`config.mk`:
```
export PLATFORM = sky130hd
export DESIGN_NAME = uart_interrupt_status
export DESIGN_NICKNAME = d
export VERILOG_FILES = /design/src/hw/rx_timeout_counter.v /design/src/hw/uart_interrupt_status.v
export VERILOG_INCLUDE_DIRS = /design/src /design/src/hw
export SDC_FILE = /design/constraint.sdc
export NUM_CORES = 1
export LEC_CHECK = 0
export BUFFER_PORTS_ARGS = -buffer_cell sky130_fd_sc_hd__buf_4
export CAP_MARGIN = 20
export CORE_MARGIN = 2
export CORE_UTILIZATION = 32
export DETAILED_ROUTE_END_ITERATION = 7
export HOLD_SLACK_MARGIN = 0.08
export PLACE_DENSITY_LB_ADDON = 0.3
export SKIP_CTS_REPAIR_TIMING = 1
export SYNTH_ARGS = -nofsm -noshare
export SYNTH_HDL_FRONTEND = slang
export SYNTH_SLANG_ARGS = --single-unit
```
`constraint.sdc`:
```
create_clock -name mclk -period 2.5 [get_ports mclk]
set_input_delay 0.125 -clock mclk [delete_from_list [all_inputs] [get_ports mclk]]
set_output_delay 0.125 -clock mclk [all_outputs]
set_load 0.03 [all_outputs]
```
`src/hw/uart_isr_consts.vh`:
```
// Offsets, field positions, reset values and sizes of the UART interrupt status block
`ifndef UART_ISR_CONSTS_VH
`define UART_ISR_CONSTS_VH

// ****************************************************************
// Register byte offsets
// ****************************************************************
`define OFS_DATA 8'h00
`define OFS_ENABLE 8'h04
`define OFS_FIFO_CTRL 8'h08
`define OFS_MODEM 8'h10
`define OFS_FIFO_STATUS 8'h18
`define OFS_INT_STATUS 8'h1c
`define OFS_TIMEOUT 8'h20

// ****************************************************************
// Interrupt status and enable field positions
// ****************************************************************
`define BIT_RX_AVAIL 0
`define BIT_TX_EMPTY 1
`define BIT_LINE_STATUS 2
`define BIT_CTS_CHANGE 3
`define BIT_RX_TIMEOUT 4
`define BIT_BUFFER_ERROR 5
`define IND_SHIFT 8

// ****************************************************************
// FIFO status, modem and control field positions
// ****************************************************************
`define FS_RX_OVER 0
`define FS_ADDR_DET 3
`define FS_PARITY 4
`define FS_FRAMING 5
`define FS_BREAK 6
`define FS_TX_OVER 24
`define FS_COUNT_LSB 8
`define MODEM_CTS_DELTA 0
`define MODEM_CTS_LEVEL 4
`define CTRL_RS485_ADDR_EN 8

// ****************************************************************
// Sizes and reset values
// ****************************************************************
`define RX_FIFO_DEPTH 5'h10
`define RESET_INT_STATUS 32'h0000_0002
`define RESET_TX_EMPTY 1'b1
`define RESET_ENABLE 6'h00
`define RESET_TRIGGER 5'h01
`define RESET_TIMEOUT 8'h00

`endif

```
`src/hw/rx_timeout_counter.v`:
```
// Receive time-out counter running on baud ticks, restarted by FIFO activity
`timescale 1ns/100ps

module rx_timeout_counter (
    input wire mclk,
    input wire reset,
    input wire ce,
    input wire baud_tick,
    input wire rx_activity,
    input wire rx_not_empty,
    input wire [7:0] compare_value,
    output reg hit
);

    reg [7:0] timeout_counter;

    // ****************************************************************
    // Counter
    // ****************************************************************
    // Holds at the compare value so a single stale period gives one hit only
    always @(posedge mclk) begin
        if (reset) begin
            timeout_counter <= 8'h00;
            hit <= 1'b0;
        end else if (ce) begin
            hit <= 1'b0;
            if (rx_activity || !rx_not_empty) begin
                timeout_counter <= 8'h00;
            end else if (timeout_counter == compare_value) begin
                timeout_counter <= timeout_counter;
            end else if (baud_tick) begin
                timeout_counter <= timeout_counter + 8'h01;
                // Hit pulses on the tick that makes the count equal
                hit <= ((timeout_counter + 8'h01) == compare_value);
            end
        end
    end

endmodule // rx_timeout_counter

```
`src/hw/uart_interrupt_status.v`:
```
// UART interrupt status logic with its event flags, enables and register port
`timescale 1ns/100ps
`include "uart_isr_consts.vh"

module uart_interrupt_status (
    input wire mclk,
    input wire reset,
    input wire ce,
    input wire [7:0] addr,
    input wire [31:0] wdata,
    input wire wr_en,
    input wire rd_en,
    output reg [31:0] rdata,
    input wire rx_push,
    input wire rx_char_bit9,
    input wire [4:0] rx_fifo_count,
    input wire tx_overflow_event,
    input wire tx_last_to_shift,
    input wire break_event,
    input wire framing_event,
    input wire parity_event,
    input wire cts_level,
    input wire baud_tick,
    output reg rx_buf_read,
    output reg tx_hold_write,
    output reg [31:0] int_status
);

    // ****************************************************************
    // Helper functions
    // ****************************************************************
    // Sticky flag update: a set in the same cycle as a clear wins
    function next_sticky;
        input cur;
        input set;
        input clr;
        begin
            next_sticky = set | (cur & ~clr);
        end
    endfunction

    // Write-one-to-clear strobe for one bit of a given register
    function w1c_hit;
        input [7:0] a;
        input [7:0] ofs;
        input we;
        input bitval;
        begin
            w1c_hit = we & (a == ofs) & bitval;
        end
    endfunction

    // ****************************************************************
    // State
    // ****************************************************************
    reg [5:0] enable_bits;
    reg [4:0] rx_trigger_level;
    reg rs485_addr_en;
    reg [7:0] timeout_compare_value;
    reg rx_over_flag;
    reg tx_over_flag;
    reg break_flag;
    reg framing_error_flag;
    reg parity_error_flag;
    reg rs485_addr_detect_flag;
    reg cts_delta_flag;
    reg cts_prev;
    reg timeout_flag;
    reg tx_empty_flag;
    reg rx_avail_flag;

    wire timeout_hit;
    wire rd_data;
    wire wr_data;
    wire clr_rx_over;
    wire clr_tx_over;
    wire clr_break;
    wire clr_framing;
    wire clr_parity;
    wire clr_addr_det;
    wire clr_cts_delta;
    wire rx_overflow_now;
    wire addr_char_now;
    wire cts_changed;
    wire buffer_error_flag;
    wire line_status_flag;
    wire cts_change_flag;
    wire [5:0] flags;
    wire [5:0] indicators;
    wire [31:0] status_word;
    wire [31:0] fifo_status_word;
    reg [31:0] next_rdata;

    // ****************************************************************
    // Bus decode
    // ****************************************************************
    // The data port is shared: a read pops the receiver, a write loads the transmitter
    assign rd_data = rd_en & (addr == `OFS_DATA);
    assign wr_data = wr_en & (addr == `OFS_DATA);

    // Write-one-to-clear strobes, decoded once here so every FIFO status flag sees the same offset check
    assign clr_rx_over = w1c_hit(addr, `OFS_FIFO_STATUS, wr_en, wdata[`FS_RX_OVER]);
    assign clr_tx_over = w1c_hit(addr, `OFS_FIFO_STATUS, wr_en, wdata[`FS_TX_OVER]);
    assign clr_break = w1c_hit(addr, `OFS_FIFO_STATUS, wr_en, wdata[`FS_BREAK]);
    assign clr_framing = w1c_hit(addr, `OFS_FIFO_STATUS, wr_en, wdata[`FS_FRAMING]);
    assign clr_parity = w1c_hit(addr, `OFS_FIFO_STATUS, wr_en, wdata[`FS_PARITY]);
    assign clr_addr_det = w1c_hit(addr, `OFS_FIFO_STATUS, wr_en, wdata[`FS_ADDR_DET]);
    assign clr_cts_delta = w1c_hit(addr, `OFS_MODEM, wr_en, wdata[`MODEM_CTS_DELTA]);

    // ****************************************************************
    // Event detection
    // ****************************************************************
    // A push while the FIFO already holds sixteen entries is an overflow
    assign rx_overflow_now = rx_push & (rx_fifo_count == `RX_FIFO_DEPTH);
    assign addr_char_now = rs485_addr_en & rx_push & rx_char_bit9;
    assign cts_changed = cts_level ^ cts_prev;

    // ****************************************************************
    // Time-out counter
    // ****************************************************************
    // Any receive FIFO activity, push or software read, restarts the count
    rx_timeout_counter timeout_unit (
        .mclk(mclk),
        .reset(reset),
        .ce(ce),
        .baud_tick(baud_tick),
        .rx_activity(rx_push | rd_data),
        .rx_not_empty(rx_fifo_count != 5'h00),
        .compare_value(timeout_compare_value),
        .hit(timeout_hit)
    );

    // ****************************************************************
    // Control registers
    // ****************************************************************
    // Enable, FIFO control and time-out compare are plain read/write fields
    always @(posedge mclk) begin
        if (reset) begin
            enable_bits <= `RESET_ENABLE;
            rx_trigger_level <= `RESET_TRIGGER;
            rs485_addr_en <= 1'b0;
            timeout_compare_value <= `RESET_TIMEOUT;
        end else if (ce && wr_en) begin
            if (addr == `OFS_ENABLE) begin
                enable_bits <= wdata[5:0];
            end
            if (addr == `OFS_FIFO_CTRL) begin
                rx_trigger_level <= wdata[4:0];
                rs485_addr_en <= wdata[`CTRL_RS485_ADDR_EN];
            end
            if (addr == `OFS_TIMEOUT) begin
                timeout_compare_value <= wdata[7:0];
            end
        end
    end

    // ****************************************************************
    // Source flags cleared by writing one
    // ****************************************************************
    // All of these live in the FIFO status and modem registers, not in status
    always @(posedge mclk) begin
        if (reset) begin
            rx_over_flag <= 1'b0;
            tx_over_flag <= 1'b0;
            break_flag <= 1'b0;
            framing_error_flag <= 1'b0;
            parity_error_flag <= 1'b0;
            rs485_addr_detect_flag <= 1'b0;
            cts_delta_flag <= 1'b0;
            cts_prev <= 1'b0;
        end else if (ce) begin
            rx_over_flag <= next_sticky(rx_over_flag, rx_overflow_now,
                clr_rx_over);
            tx_over_flag <= next_sticky(tx_over_flag, tx_overflow_event,
                clr_tx_over);
            break_flag <= next_sticky(break_flag, break_event,
                clr_break);
            framing_error_flag <= next_sticky(framing_error_flag, framing_event,
                clr_framing);
            parity_error_flag <= next_sticky(parity_error_flag, parity_event,
                clr_parity);
            rs485_addr_detect_flag <= next_sticky(rs485_addr_detect_flag, addr_char_now,
                clr_addr_det);
            cts_delta_flag <= next_sticky(cts_delta_flag, cts_changed,
                clr_cts_delta);
            cts_prev <= cts_level;
        end
    end

    // ****************************************************************
    // Summary flags derived from sources
    // ****************************************************************
    // Pure ORs, so they drop only once every contributing source is clear
    assign buffer_error_flag = tx_over_flag | rx_over_flag;
    assign line_status_flag = break_flag | framing_error_flag | parity_error_flag
        | rs485_addr_detect_flag;
    assign cts_change_flag = cts_delta_flag;

    // ****************************************************************
    // Flags owned by this block
    // ****************************************************************
    // Receive available is a level compare, so crossing down clears it at once
    always @(posedge mclk) begin
        if (reset) begin
            timeout_flag <= 1'b0;
            tx_empty_flag <= `RESET_TX_EMPTY;
            rx_avail_flag <= 1'b0;
        end else if (ce) begin
            timeout_flag <= next_sticky(timeout_flag, timeout_hit,
                rd_data | (rx_fifo_count == 5'h00));
            tx_empty_flag <= next_sticky(tx_empty_flag, tx_last_to_shift,
                wr_data);
            rx_avail_flag <= (rx_fifo_count >= rx_trigger_level)
                && (rx_fifo_count != 5'h00);
        end
    end

    // ****************************************************************
    // Status word assembly
    // ****************************************************************
    assign flags[`BIT_RX_AVAIL] = rx_avail_flag;
    assign flags[`BIT_TX_EMPTY] = tx_empty_flag;
    assign flags[`BIT_LINE_STATUS] = line_status_flag;
    assign flags[`BIT_CTS_CHANGE] = cts_change_flag;
    assign flags[`BIT_RX_TIMEOUT] = timeout_flag;
    assign flags[`BIT_BUFFER_ERROR] = buffer_error_flag;
    assign indicators = flags & enable_bits;
    // Reserved gaps stay tied low
    assign status_word = {18'h0_0000, indicators, 2'b00, flags};

    assign fifo_status_word = {7'h00, tx_over_flag, 11'h000, rx_fifo_count,
        1'b0, break_flag, framing_error_flag, parity_error_flag,
        rs485_addr_detect_flag, 2'b00, rx_over_flag};

    // ****************************************************************
    // Read multiplexer
    // ****************************************************************
    // Unmapped offsets and the write-only data port read back as zero
    always @* begin
        next_rdata = 32'h0000_0000;
        case (addr)
            `OFS_ENABLE: begin
                next_rdata = {26'h000_0000, enable_bits};
            end
            `OFS_FIFO_CTRL: begin
                next_rdata = {23'h00_0000, rs485_addr_en, 3'b000, rx_trigger_level};
            end
            `OFS_MODEM: begin
                next_rdata = {27'h000_0000, cts_level, 3'b000, cts_delta_flag};
            end
            `OFS_FIFO_STATUS: begin
                next_rdata = fifo_status_word;
            end
            `OFS_INT_STATUS: begin
                next_rdata = status_word;
            end
            `OFS_TIMEOUT: begin
                next_rdata = {24'h00_0000, timeout_compare_value};
            end
            default: begin
                next_rdata = 32'h0000_0000;
            end
        endcase
    end

    // ****************************************************************
    // Registered outputs
    // ****************************************************************
    // Read data is valid only in the cycle after the strobe, zero otherwise
    always @(posedge mclk) begin
        if (reset) begin
            rdata <= 32'h0000_0000;
            rx_buf_read <= 1'b0;
            tx_hold_write <= 1'b0;
            int_status <= `RESET_INT_STATUS;
        end else if (ce) begin
            rdata <= rd_en ? next_rdata : 32'h0000_0000;
            rx_buf_read <= rd_data;
            tx_hold_write <= wr_data;
            // Mirror lags the flags by one cycle; no write path reaches it
            int_status <= status_word;
        end
    end

endmodule // uart_interrupt_status

```
==> results.cfg <==
[status]
outcome = finished, final reports clean

[logic_synthesis]
synth_ff_type = dfxtp_1
synth_compound_area_frac = 0.175
synth_edf_count = 0
synthArstFlopShare = 0
synth_area_um2 = 3690
postSynthAreaPerCell_um2 = 8.35
yosys_warnings = 0
ys_ff_latch = 69
ys_seq_area_frac = 0.374
synthMuxAreaShare = 0.0634
synth_fa_ha_area_frac = 0.0204
synth_simple_gate_area_frac = 0.202
synthDistinctLibCells = 57
synth_top_family_by_area = simple AND/OR/NAND/NOR gates
synth-xor-area-share = 0.0356
syn_inst = 442

[floorplanning]
chipHeight_um = 111
core_um2 = 11300
ios = 125
rows = 39
die-width_um = 111
start_util = 0.326
fp.dieArea_um2 = 12400

[sta]
fin_skew_ns = 0.00510
slew_headroom = 0.611
fin_crit_sh = 0.846
min_period_ns = 2.12
rsz0062_at_grt = no
worst_slew_pin_slew_ns = 0.583
hold_violations = 0
fmax_mhz = 473
setup_viol = 0
fin_setup_tns_ns = 0
drv_slew = 0

[critical_path]
ff2ff_setup_slack_ns = 0.38
cp_num_buf_inv = 0
worstSetupPathType = reg -> reg
crit_slowest_cell = or4_4
start_kind = register
required_ns = 2.74
timing.rr.end = timeout_unit.hit
worstPathCellList = ha_1 > nand3_1 > or2_2 > xor2_1 > or4_4 > o31ai_2
reg2reg_depth = 6
crit_fanout = 6
crit_path_end_kind = register
path_delay_family = simple AND/OR/NAND/NOR gates
rr_startpoint = timeout_unit.timeout_counter[0]
arrival_ns = 2.36
worst_path_largest_cell_delay_ns = 0.54

[power_and_ir_drop]
power_density_nw_per_um2 = 597
finalPower_mw = 2.68
ir_worst_vdd_uv = 297
p_leak_nw = 1.83

[clocking]
cts_buffer_depth = 2
cts_tree = yes
h-tree-depth = 3
clock_latency_ns = 0.33
clkTransAtPathRegs_ns = 0.06
root_buffer = clkbuf_16
cts_buffers = 9
cts.sinks = 69

[routing]
wirelength_um = 10500
ant_nets = 0
wire_per_inst_um = 16.2
routed-via-count = 3316
drc = 0
vias_per_cell = 5.09
drt_pre_antenna_iters = 6
drt_iter0_markers = 228

[cells_and_area]
layout.nets = 568
syn_to_final_growth_pct = 21.9
fillCellCount = 1158
fin_util = 0.397
drive_above_1_share = 0.201
antenna_cells = 0

[worst_hold_path]
hold_depth = 3
hold_path_class = in -> reg
hp-start = break_event
hold_end = break_flag

[grt]
antenna_found_initial = 0
grtUsageTotal = 0.171
grt-ovfl-total = 0
grt_pass1_vias = 3234
grt_pass1_wl_um = 17000
grt_max_degree = 32

[job]
maxCapViolCount = 0

[placement]
gp_congestion = 0.839
dp_hpwl_um = 7830
port_buffers = 65
metal layers:
metal / vias to the layer above / part of all wire / GRT usage / wire length, um
met3: 18 / 0.054 / 0.0370 / 569
met2: 110 / 0.46 / 0.276 / 4790
met1: 1568 / 0.47 / 0.228 / 4970
met4: 0 / 0.018 / 0.0568 / 187
met5: - / 0 / 0 / 0
li1: 1620 / - / - / -
worst max-delay path by stage:
stage	from	endpoint	slack (ns)	cells after the start
2_1_floorplan	timeout_unit.timeout_counter[1]	timeout_unit.hit	0.45	6
3_3_place_gp	timeout_unit.timeout_counter[0]	timeout_unit.hit	0.42	6
3_5_place_dp	timeout_unit.timeout_counter[0]	timeout_unit.hit	0.42	6
4_1_cts	timeout_unit.timeout_counter[0]	timeout_unit.hit	0.38	6
5_1_grt	timeout_unit.timeout_counter[1]	timeout_unit.hit	0.25	6
6_report	timeout_unit.timeout_counter[0]	timeout_unit.hit	0.38	6
worst reg2reg max path, stage by stage (launching register included):
cell	delay, ns
dfxtp_1	0.33
ha_1	0.27
nand3_1	0.16
or2_2	0.35
xor2_1	0.15
or4_4	0.54
o31ai_2	0.23
synthesized netlist by cell type (2+ instances only):
master / number / area [um2]
xnor2_1: 10 / 87.6
a21o_1: 2 / 15.0
a211oi_1: 3 / 22.5
and2_1: 2 / 12.5
nand3_1: 34 / 170
o211ai_1: 2 / 15.0
mux2i_1: 20 / 200
and3_1: 4 / 25.0
nand4_1: 9 / 56.3
inv_1: 19 / 71.3
clkbuf_1: 20 / 75.1
a22oi_1: 12 / 90.1
nand2_1: 36 / 135
o31ai_1: 6 / 45.0
dfxtp_1: 69 / 1380
ha_1: 6 / 75.1
buf_2: 4 / 20.0
o32ai_1: 3 / 26.3
xor2_1: 5 / 43.8
a221o_1: 2 / 20.0
a22o_1: 3 / 26.3
a21oi_1: 27 / 135
nor2b_1: 5 / 31.3
or4_1: 3 / 22.5
nor2_1: 41 / 154
a32oi_1: 4 / 35.0
buf_4: 37 / 278
o21ai_0: 15 / 75.1
nor4_1: 2 / 12.5
mux2_2: 3 / 33.8
o22ai_1: 4 / 25.0
o2111ai_1: 5 / 43.8
per-stage QoR:
stage	hold slack [ns]	setup WS, ns	area (um2)	cells
2_1_floorplan	0.250	0.453	3820	478
3_5_place_dp	0.371	0.420	4160	632
6_report	0.0527	0.384	4500	651
4_1_cts	0.0221	0.382	4470	648
3_3_place_gp	0.362	0.418	4160	632
5_1_grt	0.0819	0.246	4500	651
state kept, by name (all words and copies together), names as in the netlist:
register / cells
tx_empty_flag: 1
timeout_compare_value: 8
rx_avail_flag: 1
timeout_flag: 1
timeout_unit.hit: 1
cts_change_flag: 1
tx_hold_write: 1
rs485_addr_en: 1
timeout_unit.timeout_counter: 8
rx_buf_read: 1
rx_trigger_level: 5
rs485_addr_detect_flag: 1
rx_over_flag: 1
break_flag: 1
rdata: 15
int_status: 12
framing_error_flag: 1
cts_prev: 1
tx_over_flag: 1
parity_error_flag: 1
enable_bits: 6
logic make-up (layout without fill, tap and decap cells):
logic type	count (synthesis)	in the layout
AOI/OAI and AO/OA	96	96
xor gates and xnor gates	15	15
adders and majority gates	6	6
buffers and inverters	83	113
DFF	69	69
muxes	23	23
other	1	37
and+or+nand+nor	149	149
power by group:
part	internal, mW	switching (mW)	leakage, nW
registers	1.11	0.0122	0.558
logic	0.0831	0.196	1.14
clock network	0.795	0.484	0.140
cell type report:
| class | instances | area [um2] | area share |
|---|---|---|---|
| clock buffers | 10 | 239 | 0.0532 |
| clock inverters | 6 | 62.6 | 0.0139 |
| inverters | 19 | 71.3 | 0.0159 |
| multi-input cells | 326 | 1970 | 0.438 |
| flip-flops and latches | 69 | 1380 | 0.307 |
| well taps | 143 | 179 | 0.0398 |
| repair buffers | 78 | 593 | 0.132 |
cells in the final DEF (no fill, tap or decap), types with 4 or more instances in the layout:
master,netlist,layout
o22ai_1,4,4
nor2b_1,5,5
nand3_1,34,34
nand2_1,36,36
o31ai_1,6,6
nor2_1,41,41
a22oi_1,12,12
a21oi_1,27,27
xnor2_1,10,10
clkbuf_16,0,9
conb_1,1,37
nand4_1,9,9
a32oi_1,4,4
mux2i_1,20,20
o2111ai_1,5,5
ha_1,6,6
buf_4,37,75
dfxtp_1,69,69
o21ai_0,15,15
inv_1,19,19
xor2_1,5,5
and3_1,4,4
Note: power is estimated with default switching activity, not from simulation.
